File: src/shared/pfcb_pkg.sv
// Constants for the pin function configuration bank
// Function
// - Alert select 1 makes the shared analog pin an alert interrupt output.
// - Alert select 0 makes that pin a 2.5 V measurement input.
// - Thermal select 1 makes the 5 V pin the thermal event line.
// - Thermal select 0 makes that pin a 5 V measurement input.
// - Threshold code 00..11 selects 20, 40, 80, 130 mV fan input threshold.
// - With global lock set, the configuration register ignores all writes.
// - Thermal monitor enable activates monitoring on the selected thermal pin.
package pfcb_pkg;
    localparam int          ADDR_W          = 8;
    localparam int          DATA_W          = 32;
    localparam int          REG_W           = 8;
    localparam logic [7:0]  OFF_PIN_CFG     = 8'h7D;
    localparam logic [7:0]  OFF_TEST_ONE    = 8'h7E;
    localparam logic [7:0]  OFF_TEST_TWO    = 8'h7F;
    localparam logic [7:0]  OFF_CTRL        = 8'h80;
    localparam logic [7:0]  PIN_CFG_RST     = 8'h00;
    localparam logic [7:0]  TEST_RST        = 8'h00;
    localparam logic [7:0]  CTRL_RST        = 8'h00;
    localparam logic [7:0]  PIN_CFG_MASK    = 8'h0F;
    localparam logic [7:0]  CTRL_MASK       = 8'h03;
    localparam int          BIT_ALERT_SEL   = 0;
    localparam int          BIT_THERMAL_EVENT_LINE_SEL   = 1;
    localparam int          BIT_THR_LO      = 2;
    localparam int          BIT_THR_HI      = 3;
    localparam int          BIT_LOCK        = 0;
    localparam int          BIT_THERMAL_EVENT_LINE_EN    = 1;
    localparam logic [7:0]  THR_MV_CODE0    = 8'h14;
    localparam logic [7:0]  THR_MV_CODE1    = 8'h28;
    localparam logic [7:0]  THR_MV_CODE2    = 8'h50;
    localparam logic [7:0]  THR_MV_CODE3    = 8'h82;
    localparam logic [31:0] UNMAPPED_DATA   = 32'h0000_0000;
endpackage

File: src/verilog/pfcb_top.sv
// Pin function configuration bank with Avalon-MM register slave
`timescale 1ns/10ps
module pfcb_top
    import pfcb_pkg::*;
(
    input  wire logic                       clk,                 // 125 MHz clock
    input  wire logic                       rst,                 // Async reset, active high
    input  wire logic [pfcb_pkg::ADDR_W-1:0] avs_address,        // Byte address
    input  wire logic                       avs_read,            // Read request
    input  wire logic                       avs_write,           // Write request
    input  wire logic [pfcb_pkg::DATA_W-1:0] avs_writedata,      // Write data
    input  wire logic [3:0]                 avs_byteenable,      // Byte enables
    output logic      [pfcb_pkg::DATA_W-1:0] avs_readdata,       // Read data
    output logic                            avs_waitrequest,     // Stall
    output logic                            alert_out,           // Alert interrupt drive
    output logic                            alert_oe,            // Alert pin driven
    output logic                            meas_2v5_en,         // 2.5 V input measured
    output logic                            thermal_event_line_en, // 5 V pin is thermal line
    output logic                            meas_5v_en,          // 5 V input measured
    output logic                            thermal_monitor_active, // Thermal monitoring on
    output logic [7:0]                      tach_threshold_mv,   // Fan input threshold, mV
    output logic [1:0]                      tach_threshold_select // Threshold code
);
    import pfcb_pkg::*;

    // Register bank state
    logic [7:0]  pin_cfg_r;
    logic [7:0]  pin_cfg_nxt;
    logic [7:0]  ctrl_r;
    logic [7:0]  ctrl_nxt;
    logic [31:0] rdata_r;
    logic [31:0] rdata_nxt;
    logic        ack_r;
    logic        ack_nxt;
    logic        wait_r;
    logic        wait_nxt;

    // Pin function state
    logic        alert_out_r;
    logic        alert_out_nxt;
    logic        alert_oe_r;
    logic        alert_oe_nxt;
    logic        m25_r;
    logic        m25_nxt;
    logic        tline_r;
    logic        tline_nxt;
    logic        m5_r;
    logic        m5_nxt;
    logic        tmon_r;
    logic        tmon_nxt;
    logic [7:0]  thr_r;
    logic [7:0]  thr_nxt;
    logic [1:0]  thsel_r;
    logic [1:0]  thsel_nxt;

    // Bus decode
    logic        alert_cond;
    logic        req;
    logic        wr_go;
    logic        rd_go;
    logic        hit_pin_cfg;
    logic        hit_ctrl;
    logic        cfg_locked;

    function automatic logic [7:0] thr_decode(input logic [1:0] code);
        case (code)
            2'h0:    thr_decode = THR_MV_CODE0;
            2'h1:    thr_decode = THR_MV_CODE1;
            2'h2:    thr_decode = THR_MV_CODE2;
            default: thr_decode = THR_MV_CODE3;
        endcase
    endfunction

    // Out-of-limit condition is tied low; no monitoring logic or input drives it in this bank
    assign alert_cond = 1'b0;

    assign req         = (avs_read | avs_write) & ~ack_r;
    assign wr_go       = avs_write & ~ack_r & avs_byteenable[0];
    assign rd_go       = avs_read & ~ack_r;
    assign hit_pin_cfg = (avs_address == OFF_PIN_CFG);
    assign hit_ctrl    = (avs_address == OFF_CTRL);
    assign cfg_locked  = ctrl_r[BIT_LOCK];

    // One wait cycle: request taken, answer given on next edge
    always_comb begin
        pin_cfg_nxt = pin_cfg_r;
        ctrl_nxt    = ctrl_r;
        rdata_nxt   = rdata_r;
        ack_nxt     = req;
        wait_nxt    = ~req;
        if (wr_go && avs_address == OFF_PIN_CFG && !ctrl_r[BIT_LOCK]) begin
            pin_cfg_nxt = avs_writedata[7:0] & PIN_CFG_MASK;
        end
        if (wr_go && avs_address == OFF_CTRL) begin
            ctrl_nxt = (avs_writedata[7:0] & CTRL_MASK) | {7'h00, ctrl_r[BIT_LOCK]};
        end
        if (avs_read && !ack_r) begin
            case (avs_address)
                OFF_PIN_CFG:  rdata_nxt = {24'h000000, pin_cfg_r};
                OFF_TEST_ONE: rdata_nxt = {24'h000000, TEST_RST};
                OFF_TEST_TWO: rdata_nxt = {24'h000000, TEST_RST};
                OFF_CTRL:     rdata_nxt = {24'h000000, ctrl_r};
                default:      rdata_nxt = UNMAPPED_DATA;
            endcase
        end
    end

    always_ff @(posedge clk or posedge rst) begin
        if (rst) begin
            pin_cfg_r <= PIN_CFG_RST;
            ctrl_r    <= CTRL_RST;
            rdata_r   <= 32'h0000_0000;
            ack_r     <= 1'b0;
            wait_r    <= 1'b1;
        end else begin
            pin_cfg_r <= pin_cfg_nxt;
            ctrl_r    <= ctrl_nxt;
            rdata_r   <= rdata_nxt;
            ack_r     <= ack_nxt;
            wait_r    <= wait_nxt;
        end
    end

    // Pin function outputs follow the configuration one cycle later
    always_comb begin
        alert_oe_nxt  = pin_cfg_r[BIT_ALERT_SEL];
        alert_out_nxt = pin_cfg_r[BIT_ALERT_SEL] & alert_cond;
        m25_nxt       = ~pin_cfg_r[BIT_ALERT_SEL];
        tline_nxt     = pin_cfg_r[BIT_THERMAL_EVENT_LINE_SEL];
        m5_nxt        = ~pin_cfg_r[BIT_THERMAL_EVENT_LINE_SEL];
        tmon_nxt      = pin_cfg_r[BIT_THERMAL_EVENT_LINE_SEL] & ctrl_r[BIT_THERMAL_EVENT_LINE_EN];
        thr_nxt       = thr_decode(pin_cfg_r[BIT_THR_HI:BIT_THR_LO]);
        thsel_nxt     = pin_cfg_r[BIT_THR_HI:BIT_THR_LO];
    end

    always_ff @(posedge clk or posedge rst) begin
        if (rst) begin
            alert_out_r <= 1'b0;
            alert_oe_r  <= 1'b0;
            m25_r       <= 1'b1;
            tline_r     <= 1'b0;
            m5_r        <= 1'b1;
            tmon_r      <= 1'b0;
            thr_r       <= THR_MV_CODE0;
            thsel_r     <= 2'h0;
        end else begin
            alert_out_r <= alert_out_nxt;
            alert_oe_r  <= alert_oe_nxt;
            m25_r       <= m25_nxt;
            tline_r     <= tline_nxt;
            m5_r        <= m5_nxt;
            tmon_r      <= tmon_nxt;
            thr_r       <= thr_nxt;
            thsel_r     <= thsel_nxt;
        end
    end

    assign avs_readdata           = rdata_r;
    assign avs_waitrequest        = wait_r;
    assign alert_out              = alert_out_r;
    assign alert_oe               = alert_oe_r;
    assign meas_2v5_en            = m25_r;
    assign thermal_event_line_en  = tline_r;
    assign meas_5v_en             = m5_r;
    assign thermal_monitor_active = tmon_r;
    assign tach_threshold_mv      = thr_r;
    assign tach_threshold_select  = thsel_r;

    // Bus handshake
    a_take_answer: assert property (@(posedge clk) disable iff (rst)
        req |=> !avs_waitrequest)
        else $error("no answer after request");

    a_answer_once: assert property (@(posedge clk) disable iff (rst)
        !avs_waitrequest |=> avs_waitrequest)
        else $error("answer held too long");

    a_wait_idle: assert property (@(posedge clk) disable iff (rst)
        !avs_read && !avs_write |=> avs_waitrequest)
        else $error("answer without request");

    a_ack_match: assert property (@(posedge clk) disable iff (rst)
        ack_r == !avs_waitrequest)
        else $error("stall and answer disagree");

    a_read_cfg: assert property (@(posedge clk) disable iff (rst)
        rd_go && hit_pin_cfg |=> avs_readdata == {24'h000000, $past(pin_cfg_r)})
        else $error("config readback wrong");

    a_read_ctrl: assert property (@(posedge clk) disable iff (rst)
        rd_go && hit_ctrl |=> avs_readdata == {24'h000000, $past(ctrl_r)})
        else $error("control readback wrong");

    a_unmapped_zero: assert property (@(posedge clk) disable iff (rst)
        rd_go && avs_address < OFF_PIN_CFG |=> avs_readdata == UNMAPPED_DATA)
        else $error("unmapped read nonzero");

    a_read_keep: assert property (@(posedge clk) disable iff (rst)
        !rd_go |=> $stable(avs_readdata))
        else $error("read data changed without read");

    // Configuration and control registers
    a_lock_holds: assert property (@(posedge clk) disable iff (rst)
        ctrl_r[BIT_LOCK] |=> $stable(pin_cfg_r))
        else $error("locked register changed");

    a_lock_sticky: assert property (@(posedge clk) disable iff (rst)
        ctrl_r[BIT_LOCK] |=> ctrl_r[BIT_LOCK])
        else $error("lock cleared");

    a_locked_write: assert property (@(posedge clk) disable iff (rst)
        wr_go && hit_pin_cfg && cfg_locked |=> $stable(pin_cfg_r))
        else $error("locked write landed");

    a_write_lands: assert property (@(posedge clk) disable iff (rst)
        wr_go && hit_pin_cfg && !cfg_locked |=> pin_cfg_r == ($past(avs_writedata[7:0]) & PIN_CFG_MASK))
        else $error("config write lost");

    a_cfg_quiet: assert property (@(posedge clk) disable iff (rst)
        !(wr_go && hit_pin_cfg) |=> $stable(pin_cfg_r))
        else $error("config changed without write");

    a_upper_zero: assert property (@(posedge clk) disable iff (rst)
        pin_cfg_r[7:4] == 4'h0)
        else $error("upper bits not zero");

    a_ctrl_upper: assert property (@(posedge clk) disable iff (rst)
        ctrl_r[7:2] == 6'h00)
        else $error("control upper bits set");

    a_test_zero: assert property (@(posedge clk) disable iff (rst)
        rd_go && avs_address == OFF_TEST_ONE |=> avs_readdata == 32'h0000_0000)
        else $error("test reg one nonzero");

    a_test_two: assert property (@(posedge clk) disable iff (rst)
        rd_go && avs_address == OFF_TEST_TWO |=> avs_readdata == 32'h0000_0000)
        else $error("test reg two nonzero");

    // Pin routing
    a_alert_route: assert property (@(posedge clk) disable iff (rst)
        alert_oe == ~meas_2v5_en)
        else $error("alert pin both roles");

    a_alert_enable: assert property (@(posedge clk) disable iff (rst)
        pin_cfg_r[BIT_ALERT_SEL] |=> alert_oe && !meas_2v5_en)
        else $error("alert output not driven");

    a_alert_quiet: assert property (@(posedge clk) disable iff (rst)
        !pin_cfg_r[BIT_ALERT_SEL] |=> !alert_out)
        else $error("alert driven as input");

    a_meas_2v5: assert property (@(posedge clk) disable iff (rst)
        !pin_cfg_r[BIT_ALERT_SEL] |=> meas_2v5_en && !alert_oe)
        else $error("2.5 V input lost");

    a_thermal_line: assert property (@(posedge clk) disable iff (rst)
        pin_cfg_r[BIT_THERMAL_EVENT_LINE_SEL] |=> thermal_event_line_en && !meas_5v_en)
        else $error("thermal line off");

    a_thermal_event_line_route: assert property (@(posedge clk) disable iff (rst)
        thermal_event_line_en == ~meas_5v_en)
        else $error("5 V pin both roles");

    a_meas_5v: assert property (@(posedge clk) disable iff (rst)
        !pin_cfg_r[BIT_THERMAL_EVENT_LINE_SEL] |=> meas_5v_en)
        else $error("5 V input lost");

    // Fan input threshold
    a_thr_min: assert property (@(posedge clk) disable iff (rst)
        pin_cfg_r[3:2] == 2'h0 |=> tach_threshold_mv == 8'h14)
        else $error("threshold code 0 wrong");

    a_thr_code1: assert property (@(posedge clk) disable iff (rst)
        pin_cfg_r[3:2] == 2'h1 |=> tach_threshold_mv == 8'h28)
        else $error("threshold code 1 wrong");

    a_thr_code2: assert property (@(posedge clk) disable iff (rst)
        pin_cfg_r[3:2] == 2'h2 |=> tach_threshold_mv == 8'h50)
        else $error("threshold code 2 wrong");

    a_thr_max: assert property (@(posedge clk) disable iff (rst)
        pin_cfg_r[3:2] == 2'h3 |=> tach_threshold_mv == 8'h82)
        else $error("threshold code 3 wrong");

    a_thr_select: assert property (@(posedge clk) disable iff (rst)
        tach_threshold_select == $past(pin_cfg_r[3:2]))
        else $error("threshold code not passed");

    // Thermal monitoring
    a_mon_enable: assert property (@(posedge clk) disable iff (rst)
        thermal_monitor_active |-> $past(ctrl_r[BIT_THERMAL_EVENT_LINE_EN]))
        else $error("monitor without enable");

    a_mon_pin: assert property (@(posedge clk) disable iff (rst)
        thermal_monitor_active |-> thermal_event_line_en)
        else $error("monitor without thermal pin");

    a_mon_on: assert property (@(posedge clk) disable iff (rst)
        pin_cfg_r[BIT_THERMAL_EVENT_LINE_SEL] && ctrl_r[BIT_THERMAL_EVENT_LINE_EN] |=> thermal_monitor_active)
        else $error("monitor not started");

    a_mon_off: assert property (@(posedge clk) disable iff (rst)
        !ctrl_r[BIT_THERMAL_EVENT_LINE_EN] |=> !thermal_monitor_active)
        else $error("monitor on while disabled");

endmodule // pfcb_top

File: config.mk
export PLATFORM = sky130hd
export DESIGN_NAME = pfcb_top
export DESIGN_NICKNAME = d
export VERILOG_FILES = /design/src/shared/pfcb_pkg.sv /design/src/verilog/pfcb_top.sv
export SDC_FILE = /design/constraint.sdc
export NUM_CORES = 1
export LEC_CHECK = 0
export ABC_AREA = 1
export BUFFER_PORTS_ARGS = -buffer_cell sky130_fd_sc_hd__buf_2
export CAP_MARGIN = 30
export CELL_PAD_IN_SITES_DETAIL_PLACEMENT = 2
export CELL_PAD_IN_SITES_GLOBAL_PLACEMENT = 2
export CORE_UTILIZATION = 20
export DETAILED_ROUTE_END_ITERATION = 10
export PLACE_DENSITY = 0.88
export SYNTH_ARGS = -nofsm -noshare
export SYNTH_HDL_FRONTEND = slang
export SYNTH_SLANG_ARGS = --single-unit
File: constraint.sdc
create_clock -name clk -period 1 [get_ports clk]
set_input_delay 0.2 -clock clk [delete_from_list [all_inputs] [get_ports clk]]
set_output_delay 0.2 -clock clk [all_outputs]
set_load 0.05 [all_outputs]
==> impl_metrics.ini, run 1 <==
[sta]
setup_ws_ps = -147
setup-violations-final = 22
rsz0062_at_grt = true
layout_min_cycle_time_ps = 1150
slew_viol_final = 0
max_freq_mhz = 872
min_period_over_period_pct = 115
hold_violations = 0
clock_skew_ps = 5.46
whs_ps = 113

[setup_path]
crit_fanout = 1
crit_chain = buf_8
critPathLaunchType = flip-flop
critPathSlowestCell = dfstp_2
path_class = reg -> out
required_ps = 800
r2r_slack_ps = -100
worst-path-buf-inv = 1
cp.arrival_ps = 950
rr_endpoint = pin_cfg_r[2]
cp-end-kind = primary output
r2r_start = ack_r
slowest_delay_ps = 540
critPathTopFamily = flip-flops
r2r_cells = 6

[floorplanning]
dieArea_sq_um = 6450
initial_core_util_pct = 20.7
die_x_um = 80.3
io-pin-count = 97
fp.coreArea_sq_um = 5920
die_h_um = 80.3
std_cell_rows = 28

[placed_design]
io_buffers = 35
routabilityCongestion = 0.680
place_hpwl_um = 2020
dp.cells = 245

[cells_and_area]
mostFrequentLayoutCells = conb_1, nand2_1, inv_1, dfrtp_1, buf_2
synthToLayoutAreaGrowth_pct = 34.7
nNetsFinal = 230
multi_input_comb_area_sq_um = 423
diodes = 0
regArea_sq_um = 609
fill_cells = 682
fin_cells = 256
layout_commonest_cell = conb_1
layout-drive-gt1-share_pct = 39.2

[cts]
cts_tree = yes
cts_buffers = 3
ctsLongestPathBuffers = 2
cts.sinks = 24
clock-root-buffer = clkbuf_8
htreeDepth = 1
cts.clk_slew.worst_paths_ps = 80
clk_latency_ps = 270

[drt]
drt-vias-per-instance = 3.58
routed_wl_um = 2700
ant_nets = 0
wl_per_cell_um = 10.5
vias = 916
first_pass_iters = 3
dr.first_iter.drc_count = 24
drc = 0

[global_routing]
grt_pass1_vias = 943
antenna_found_initial = 0
grt_pass1_wl_um = 4190
grt_remaining_overflow = 0
grt_max_degree = 25
grt_util_all_layers_pct = 8.65

[min_path]
min-delay-start = avs_read
hold_class = in -> reg
min_path_cells = 2
min_to = avs_waitrequest

[logic_synthesis]
ys_ff_latch = 24
yosysSeqAreaShare_pct = 49.5
synth_top_area_share_pct = 38.8
synthCells = 136
ys_warn_count = 0
yosysTopAreaCell = dfrtp_1
syn_area_sq_um = 1230
synth_area_leaders = dfrtp_1, buf_4, dfstp_2
yosysUniqueCellTypes = 17
avgSynthCellArea_sq_um = 9.02

[power]
power_density_nw_per_um2 = 1300
report.power.total_mw = 2.15
power_leakage_nw = 0.922
vdd_ir_drop_max_uv = 543

[flow_run]
cap_violations = 0

[run_status]
violations = negative setup slack
status = finished with violations
-- metal layers --
| layer | track usage [%] | wire length (um) | vias up | part of all wire, % |
|---|---|---|---|---|
| met1 | 8.74 | 1010 | 449 | 37 |
| met3 | 1.93 | 158 | 4 | 5.9 |
| met2 | 16.2 | 1480 | 35 | 55 |
| met4 | 4.82 | 53 | 0 | 2.0 |
| met5 | 0 | 0 | - | 0 |
| li1 | - | - | 428 | - |
-- cell usage after synthesis, drive strengths merged --
cell type and n:
conb 1, dfstp 5, nand3 9, inv 21
buf 32, o21bai 1, nand2 33, o21ai 4
dfrtp 19, nor2 9, nand3b 1, clkinv 1
-- state kept, by name, summed over array words and instances (netlist names) --
register / flops
ack_r: 1
alert_oe: 1
avs_readdata: 4
avs_waitrequest: 1
ctrl_r: 2
meas_2v5_en: 1
meas_5v_en: 1
pin_cfg_r: 4
tach_threshold_mv: 5
tach_threshold_select: 2
thermal_event_line_en: 1
thermal_monitor_active: 1
-- power breakdown --
group          switching [mW]  leakage (nW)  internal, mW
registers              0.0209         0.312         0.998
logic                   0.392         0.581        0.0905
clock network           0.297        0.0288         0.351
-- how the worst max path moves through the flow --
stage / slack, ps / to / depth (start not counted) / start
after floorplan: 60 / tach_threshold_mv[5] / 1 / tach_threshold_mv[5]
after global placement: -20 / pin_cfg_r[3] / 6 / ack_r
final: -150 / avs_waitrequest / 1 / avs_waitrequest
after global routing: -180 / meas_2v5_en / 1 / meas_2v5_en
after CTS: -150 / avs_waitrequest / 1 / avs_waitrequest
after detailed placement: -80 / ctrl_r[1] / 5 / ack_r
-- per-stage QoR --
stage | setup slack [ps] | cell area (sq um) | setup TNS, ps | util, %
after floorplan | 55.7 | 1340 | 0 | -
after global placement | -19.6 | 1380 | -67.9 | 23.3
after detailed placement | -75.3 | 1380 | -352 | 23.3
after CTS | -154 | 1610 | -1460 | 27.2
after global routing | -184 | 1650 | -2390 | 27.9
final | -147 | 1650 | -1450 | 27.9
-- kinds of logic after synthesis --
family / share of synthesized area (%)
flip-flops: 49.5
other: 0.306
AND/OR/NAND/NOR: 21.2
AO/OA/AOI/OAI: 2.25
buffers and inverters: 26.7
-- final cells by class --
type | instances | area share [%]
Sequential cell | 24 | 36.9
Multi-Input combinational cell | 87 | 25.6
Timing Repair Buffer | 44 | 23.2
Tap cell | 75 | 5.68
Inverter | 22 | 5.30
Clock buffer | 4 | 3.33
-- what timing repair did --
item	CTS	global route
gates resized for setup	46	3
endpoints found under the setup margin	25	29
gates cloned	0	0
hold endpoints to repair	19	0
hold buffers	1	0
setup buffers	2	4
No activity file was read; power rests on OpenSTA's default activity.
==> run 2: changes to the inputs <==
--- a/config.mk
+++ b/config.mk
@@ -13,6 +13,7 @@
 export CORE_UTILIZATION = 20
 export DETAILED_ROUTE_END_ITERATION = 10
 export PLACE_DENSITY = 0.88
+export SETUP_SLACK_MARGIN = 0.1
 export SYNTH_ARGS = -nofsm -noshare
 export SYNTH_HDL_FRONTEND = slang
 export SYNTH_SLANG_ARGS = --single-unit
==> impl_metrics.ini, run 2 (synthesized netlist as in run 1, its figures left out) <==
[run_status]
status = finished with violations
violations = negative setup slack

[sta]
layout_min_cycle_time_ps = 1150
slew_viol_final = 0
tns_ps = -1430
clock_skew_ps = 2.56
min_period_over_period_pct = 115
setup_ws_ps = -146
hold_violations = 0
setup-violations-final = 20
max_freq_mhz = 873
rsz0062_at_grt = true

[floorplanning]
die_x_um = 80.3
std_cell_rows = 28
die_h_um = 80.3
dieArea_sq_um = 6450
io-pin-count = 97
fp.coreArea_sq_um = 5920
initial_core_util_pct = 20.7

[setup_path]
crit_chain = buf_8
rr_endpoint = pin_cfg_r[2]
path_class = reg -> out
required_ps = 800
worst-path-buf-inv = 1
critPathTopFamily = flip-flops
critPathLaunchType = flip-flop
cp.arrival_ps = 950
r2r_slack_ps = -110
cp-end-kind = primary output
r2r_start = ack_r
crit_fanout = 1
critPathSlowestCell = dfstp_2
r2r_cells = 6
slowest_delay_ps = 540

[placed_design]
routabilityCongestion = 0.680
place_hpwl_um = 2000
dp_worst_setup_slack_ps = -56.4
dp.cells = 245
io_buffers = 35

[cts]
clock-root-buffer = clkbuf_8
cts.clk_slew.worst_paths_ps = 80
htreeDepth = 1
cts_tree = yes
clk_latency_ps = 260
cts.sinks = 24
cts_buffers = 3
ctsLongestPathBuffers = 2

[global_routing]
grt_use_met1_pct = 8.27
grt_remaining_overflow = 0
grt_util_all_layers_pct = 8.15
grt_max_degree = 25
grt_pass1_wl_um = 4010
grt_use_met2_pct = 16.2
grt_busiest_layer = met2
antenna_found_initial = 0
grt_pass1_vias = 882
use_met3_pct = 1.14

[drt]
drc = 0
first_pass_iters = 3
routed_wl_um = 2570
drt-vias-per-instance = 3.53
ant_nets = 0
vias = 896
wl_per_cell_um = 10.1
dr.first_iter.drc_count = 26

[min_path]
min_path_cells = 2
min-delay-start = avs_read
hold_class = in -> reg
min_to = avs_waitrequest

[power]
power_density_nw_per_um2 = 1310
vdd_ir_drop_max_uv = 532
power_leakage_nw = 0.911

[cells_and_area]
nNetsFinal = 228
synthToLayoutAreaGrowth_pct = 35.0
largest_reg_flops = 5
fin_cells = 254
layout-drive-gt1-share_pct = 41.3
diodes = 0
layout_commonest_cell = conb_1
mostFrequentLayoutCells = conb_1, nand2_1, inv_1, dfrtp_1, buf_2

[flow_run]
cap_violations = 0
run 2: metal layers:
| metal | wire length [um] | part of all wire, % |
|---|---|---|
| met1 | 924 | 36 |
| met2 | 1470 | 57 |
| met3 | 133 | 5.2 |
| met4 | 46 | 1.8 |
| met5 | 0 | 0 |
run 2: layout make-up:
type	instances	area, sq um
Fill cell	672	4270
Sequential cell	24	609
Multi-Input combinational cell	87	442
Timing Repair Buffer	42	368
Tap cell	75	93.8
Inverter	22	87.6
Clock buffer	4	55.1
run 2: where the power goes:
| part | switching, mW | leakage (nW) | internal, mW |
|---|---|---|---|
| Combinational | 0.397 | 0.570 | 0.101 |
| Clock | 0.297 | 0.0288 | 0.351 |
| Sequential | 0.0203 | 0.312 | 0.998 |
run 2: worst max-delay path by stage:
stage          cells after the start              endpoint  slack (ps)                  from
3_3_place_gp                       6          pin_cfg_r[3]         -20                 ack_r
2_1_floorplan                      5             ctrl_r[1]          70                 ack_r
6_report                           1  tach_threshold_mv[2]        -150  tach_threshold_mv[2]
5_1_grt                            1  tach_threshold_mv[2]        -180  tach_threshold_mv[2]
3_5_place_dp                       6          pin_cfg_r[2]         -60                 ack_r
4_1_cts                            1  tach_threshold_mv[2]        -150  tach_threshold_mv[2]
run 2: what timing repair did:
action	in CTS	in global routing
hold buffers	1	0
pin swaps	1	5
hold endpoints to repair	19	0
setup endpoints to repair	29	30
resized for setup	46	9
buffers inserted	2	2
run 2: through the flow:
stage | total power [mW] | instance area, sq um | util [%] | hold WS [ps]
after global placement | 1.46 | 1380 | 23.3 | 254
final | 2.16 | 1660 | 28.0 | 108
after detailed placement | 1.47 | 1380 | 23.3 | 265
after floorplan | 1.49 | 1350 | - | 211
after global routing | 2.26 | 1660 | 28.0 | 107
after CTS | 2.17 | 1610 | 27.3 | 108
==> run 3: changes to the inputs <==
--- a/config.mk
+++ b/config.mk
@@ -5,14 +5,13 @@
 export SDC_FILE = /design/constraint.sdc
 export NUM_CORES = 1
 export LEC_CHECK = 0
-export ABC_AREA = 1
 export BUFFER_PORTS_ARGS = -buffer_cell sky130_fd_sc_hd__buf_2
 export CAP_MARGIN = 30
 export CELL_PAD_IN_SITES_DETAIL_PLACEMENT = 2
 export CELL_PAD_IN_SITES_GLOBAL_PLACEMENT = 2
 export CORE_UTILIZATION = 20
 export DETAILED_ROUTE_END_ITERATION = 10
-export PLACE_DENSITY = 0.88
+export PLACE_DENSITY = 0.87
 export SETUP_SLACK_MARGIN = 0.1
 export SYNTH_ARGS = -nofsm -noshare
 export SYNTH_HDL_FRONTEND = slang
==> impl_metrics.ini, run 3 <==
[run_status]
status = finished with violations
violations = negative setup slack

[logic_synthesis]
synth_xor_area_share_pct = 0
yosysTopAreaCell = dfrtp_1
synth_compound_area_share_pct = 3.48
synthCells = 97
synth_area_leaders = dfrtp_1, buf_4, dfstp_2
yosys.cell_count.top_type = buf_4
yosysSeqAreaShare_pct = 54.4
synth.area.mux_share_pct = 5.05
ys_async_sr_fraction_pct = 100
avgSynthCellArea_sq_um = 11.5
ys_warn_count = 0
synth_edf_count = 0
syn_area_sq_um = 1110
yosysUniqueCellTypes = 23
synth_top_family_by_area = buffers and inverters
synthSimpleGateAreaFrac_pct = 13.1
ys_top_cells_by_count = buf_4, dfrtp_1, nand2_1
synth_top_area_share_pct = 42.6
synthAdderAreaFrac_pct = 0
ys_ff_latch = 24
ys.flop_type = dfrtp_1

[drt]
drc = 0
vias = 785
drt-vias-per-instance = 3.58
first_pass_iters = 2
ant_nets = 0
routed_wl_um = 2720
dr.first_iter.drc_count = 5
wl_per_cell_um = 12.4

[power]
vdd_ir_drop_max_uv = 477
power_leakage_nw = 0.819
power_density_nw_per_um2 = 1300

[global_routing]
grt_use_met1_pct = 10.9
grt_pass1_wl_um = 4290
antenna_found_initial = 0
grt_pass1_vias = 835
use_met3_pct = 0.952
grt_remaining_overflow = 0
grt_max_degree = 25
grt_util_all_layers_pct = 9.48
grt_use_met2_pct = 18.1
grt_busiest_layer = met2

[setup_path]
crit_fanout = 4
critPathLaunchType = flip-flop
cp.arrival_ps = 1570
required_ps = 1150
critPathLaunch = ack_r
cp-end-kind = flip-flop
r2r_start = ack_r
path_class = reg -> reg

[floorplanning]
std_cell_rows = 26
io-pin-count = 97
initial_core_util_pct = 21.3
die_h_um = 76.7
fp.coreArea_sq_um = 5240
dieArea_sq_um = 5880
die_x_um = 76.7

[cts]
cts_tree = yes
clk_latency_ps = 260
htreeDepth = 1
cts_buffers = 3
cts.clk_slew.worst_paths_ps = 80
clock-root-buffer = clkbuf_8
cts.sinks = 24
ctsLongestPathBuffers = 2

[sta]
clock_skew_ps = 4.00
layout_min_cycle_time_ps = 1420
rsz0062_at_grt = true
setup-violations-final = 23
min_period_over_period_pct = 142
max_freq_mhz = 704
hold_violations = 0
setup_ws_ps = -419
slew_viol_final = 0

[cells_and_area]
largest_reg_flops = 5
fin_cells = 219
nNetsFinal = 198
synthToLayoutAreaGrowth_pct = 47.5
fill_cells = 578
layout_commonest_cell = conb_1
layout-drive-gt1-share_pct = 53.0
mostFrequentLayoutCells = conb_1, dfrtp_1, buf_2, buf_4, buf_6
diodes = 0

[placed_design]
dp.cells = 206
place_hpwl_um = 1980
routabilityCongestion = 0.751
dp_worst_setup_slack_ps = -484
io_buffers = 35

[flow_run]
cap_violations = 0

[min_path]
min-delay-start = avs_writedata[2]
hold_class = in -> reg
[run 3: changes by cell type in the layout (fill, tap and decap cells not counted), sizes merged, moves of 2 or more]
cell    before  now
mux2         0    5
nand3        9    1
buf         41   50
nor4b        0    2
nor2         9    5
nand2       33    7
inv         21    6
o221ai       0    2
o21ai        4    2
nand4b       0    2
[run 3: routing by layer]
| layer | part of all wire [%] | up-vias |
|---|---|---|
| met5 | 0 | - |
| met4 | 1.0 | 0 |
| met3 | 5.5 | 4 |
| met2 | 55 | 42 |
| met1 | 39 | 383 |
| li1 | - | 356 |
[run 3: cell families (layout without fill, tap and decap cells)]
family | count (synthesis) | in the layout
other | 1 | 30
and+or+nand+nor | 24 | 24
DFF | 24 | 24
buffers and inverters | 38 | 61
AOI/OAI and AO/OA | 5 | 5
muxes | 5 | 5
[run 3: critical path, stage by stage (launching register included)]
cell and delay (ps):
dfrtp_1 380, and3b_2 250, nor4b_4 190, buf_4 180, mux2_4 300
[run 3: worst paths after layout]
kind / to / slack (ps) / cells past startpoint
setup / recovery: pin_cfg_r[1] / -420 / 4
hold / removal: pin_cfg_r[2] / 170 / 2
setup reg to reg: pin_cfg_r[1] / -420 / 4
hold reg to reg: alert_oe / 430 / 0
max in group asynchronous: tach_threshold_mv[2] / 180 / 4
min in group asynchronous: avs_readdata[1] / 530 / 4
[run 3: layout make-up]
cell class	count	area, sq um	share of cell area [%]
sequential	24	609	37.1
timing repair buffer	51	435	26.5
multi-input combinational	64	434	26.4
tap	70	87.6	5.33
clock buffer	4	55.1	3.35
inverter	6	22.5	1.37
[run 3: where the power goes]
group | internal, mW | leakage, nW | total (mW) | switching [mW]
combinational | 0.112 | 0.478 | 0.486 | 0.374
clock | 0.351 | 0.0288 | 0.642 | 0.291
sequential | 0.998 | 0.312 | 1.01 | 0.0157
[run 3: timing repair]
action | 4_1_cts | 5_1_grt
buffers inserted | 5 | 4
setup endpoints to repair | 29 | 31
resized for setup | 56 | 3
hold buffers | 1 | 0
endpoints found under the hold margin | 19 | 0
pin swaps | 1 | 1
[run 3: metrics by stage]
step           cell area (sq um)  utilization [%]  hold WS, ps  TNS, ps  power [mW]
3_3_place_gp                1320             25.2          255    -3040        1.45
6_report                    1640             31.4          174    -4150        2.14
2_1_floorplan               1260                -          211    -2340        1.46
3_5_place_dp                1320             25.2          267    -3420        1.46
4_1_cts                     1610             30.7          172    -4150        2.16
5_1_grt                     1640             31.4          165    -5150        2.23
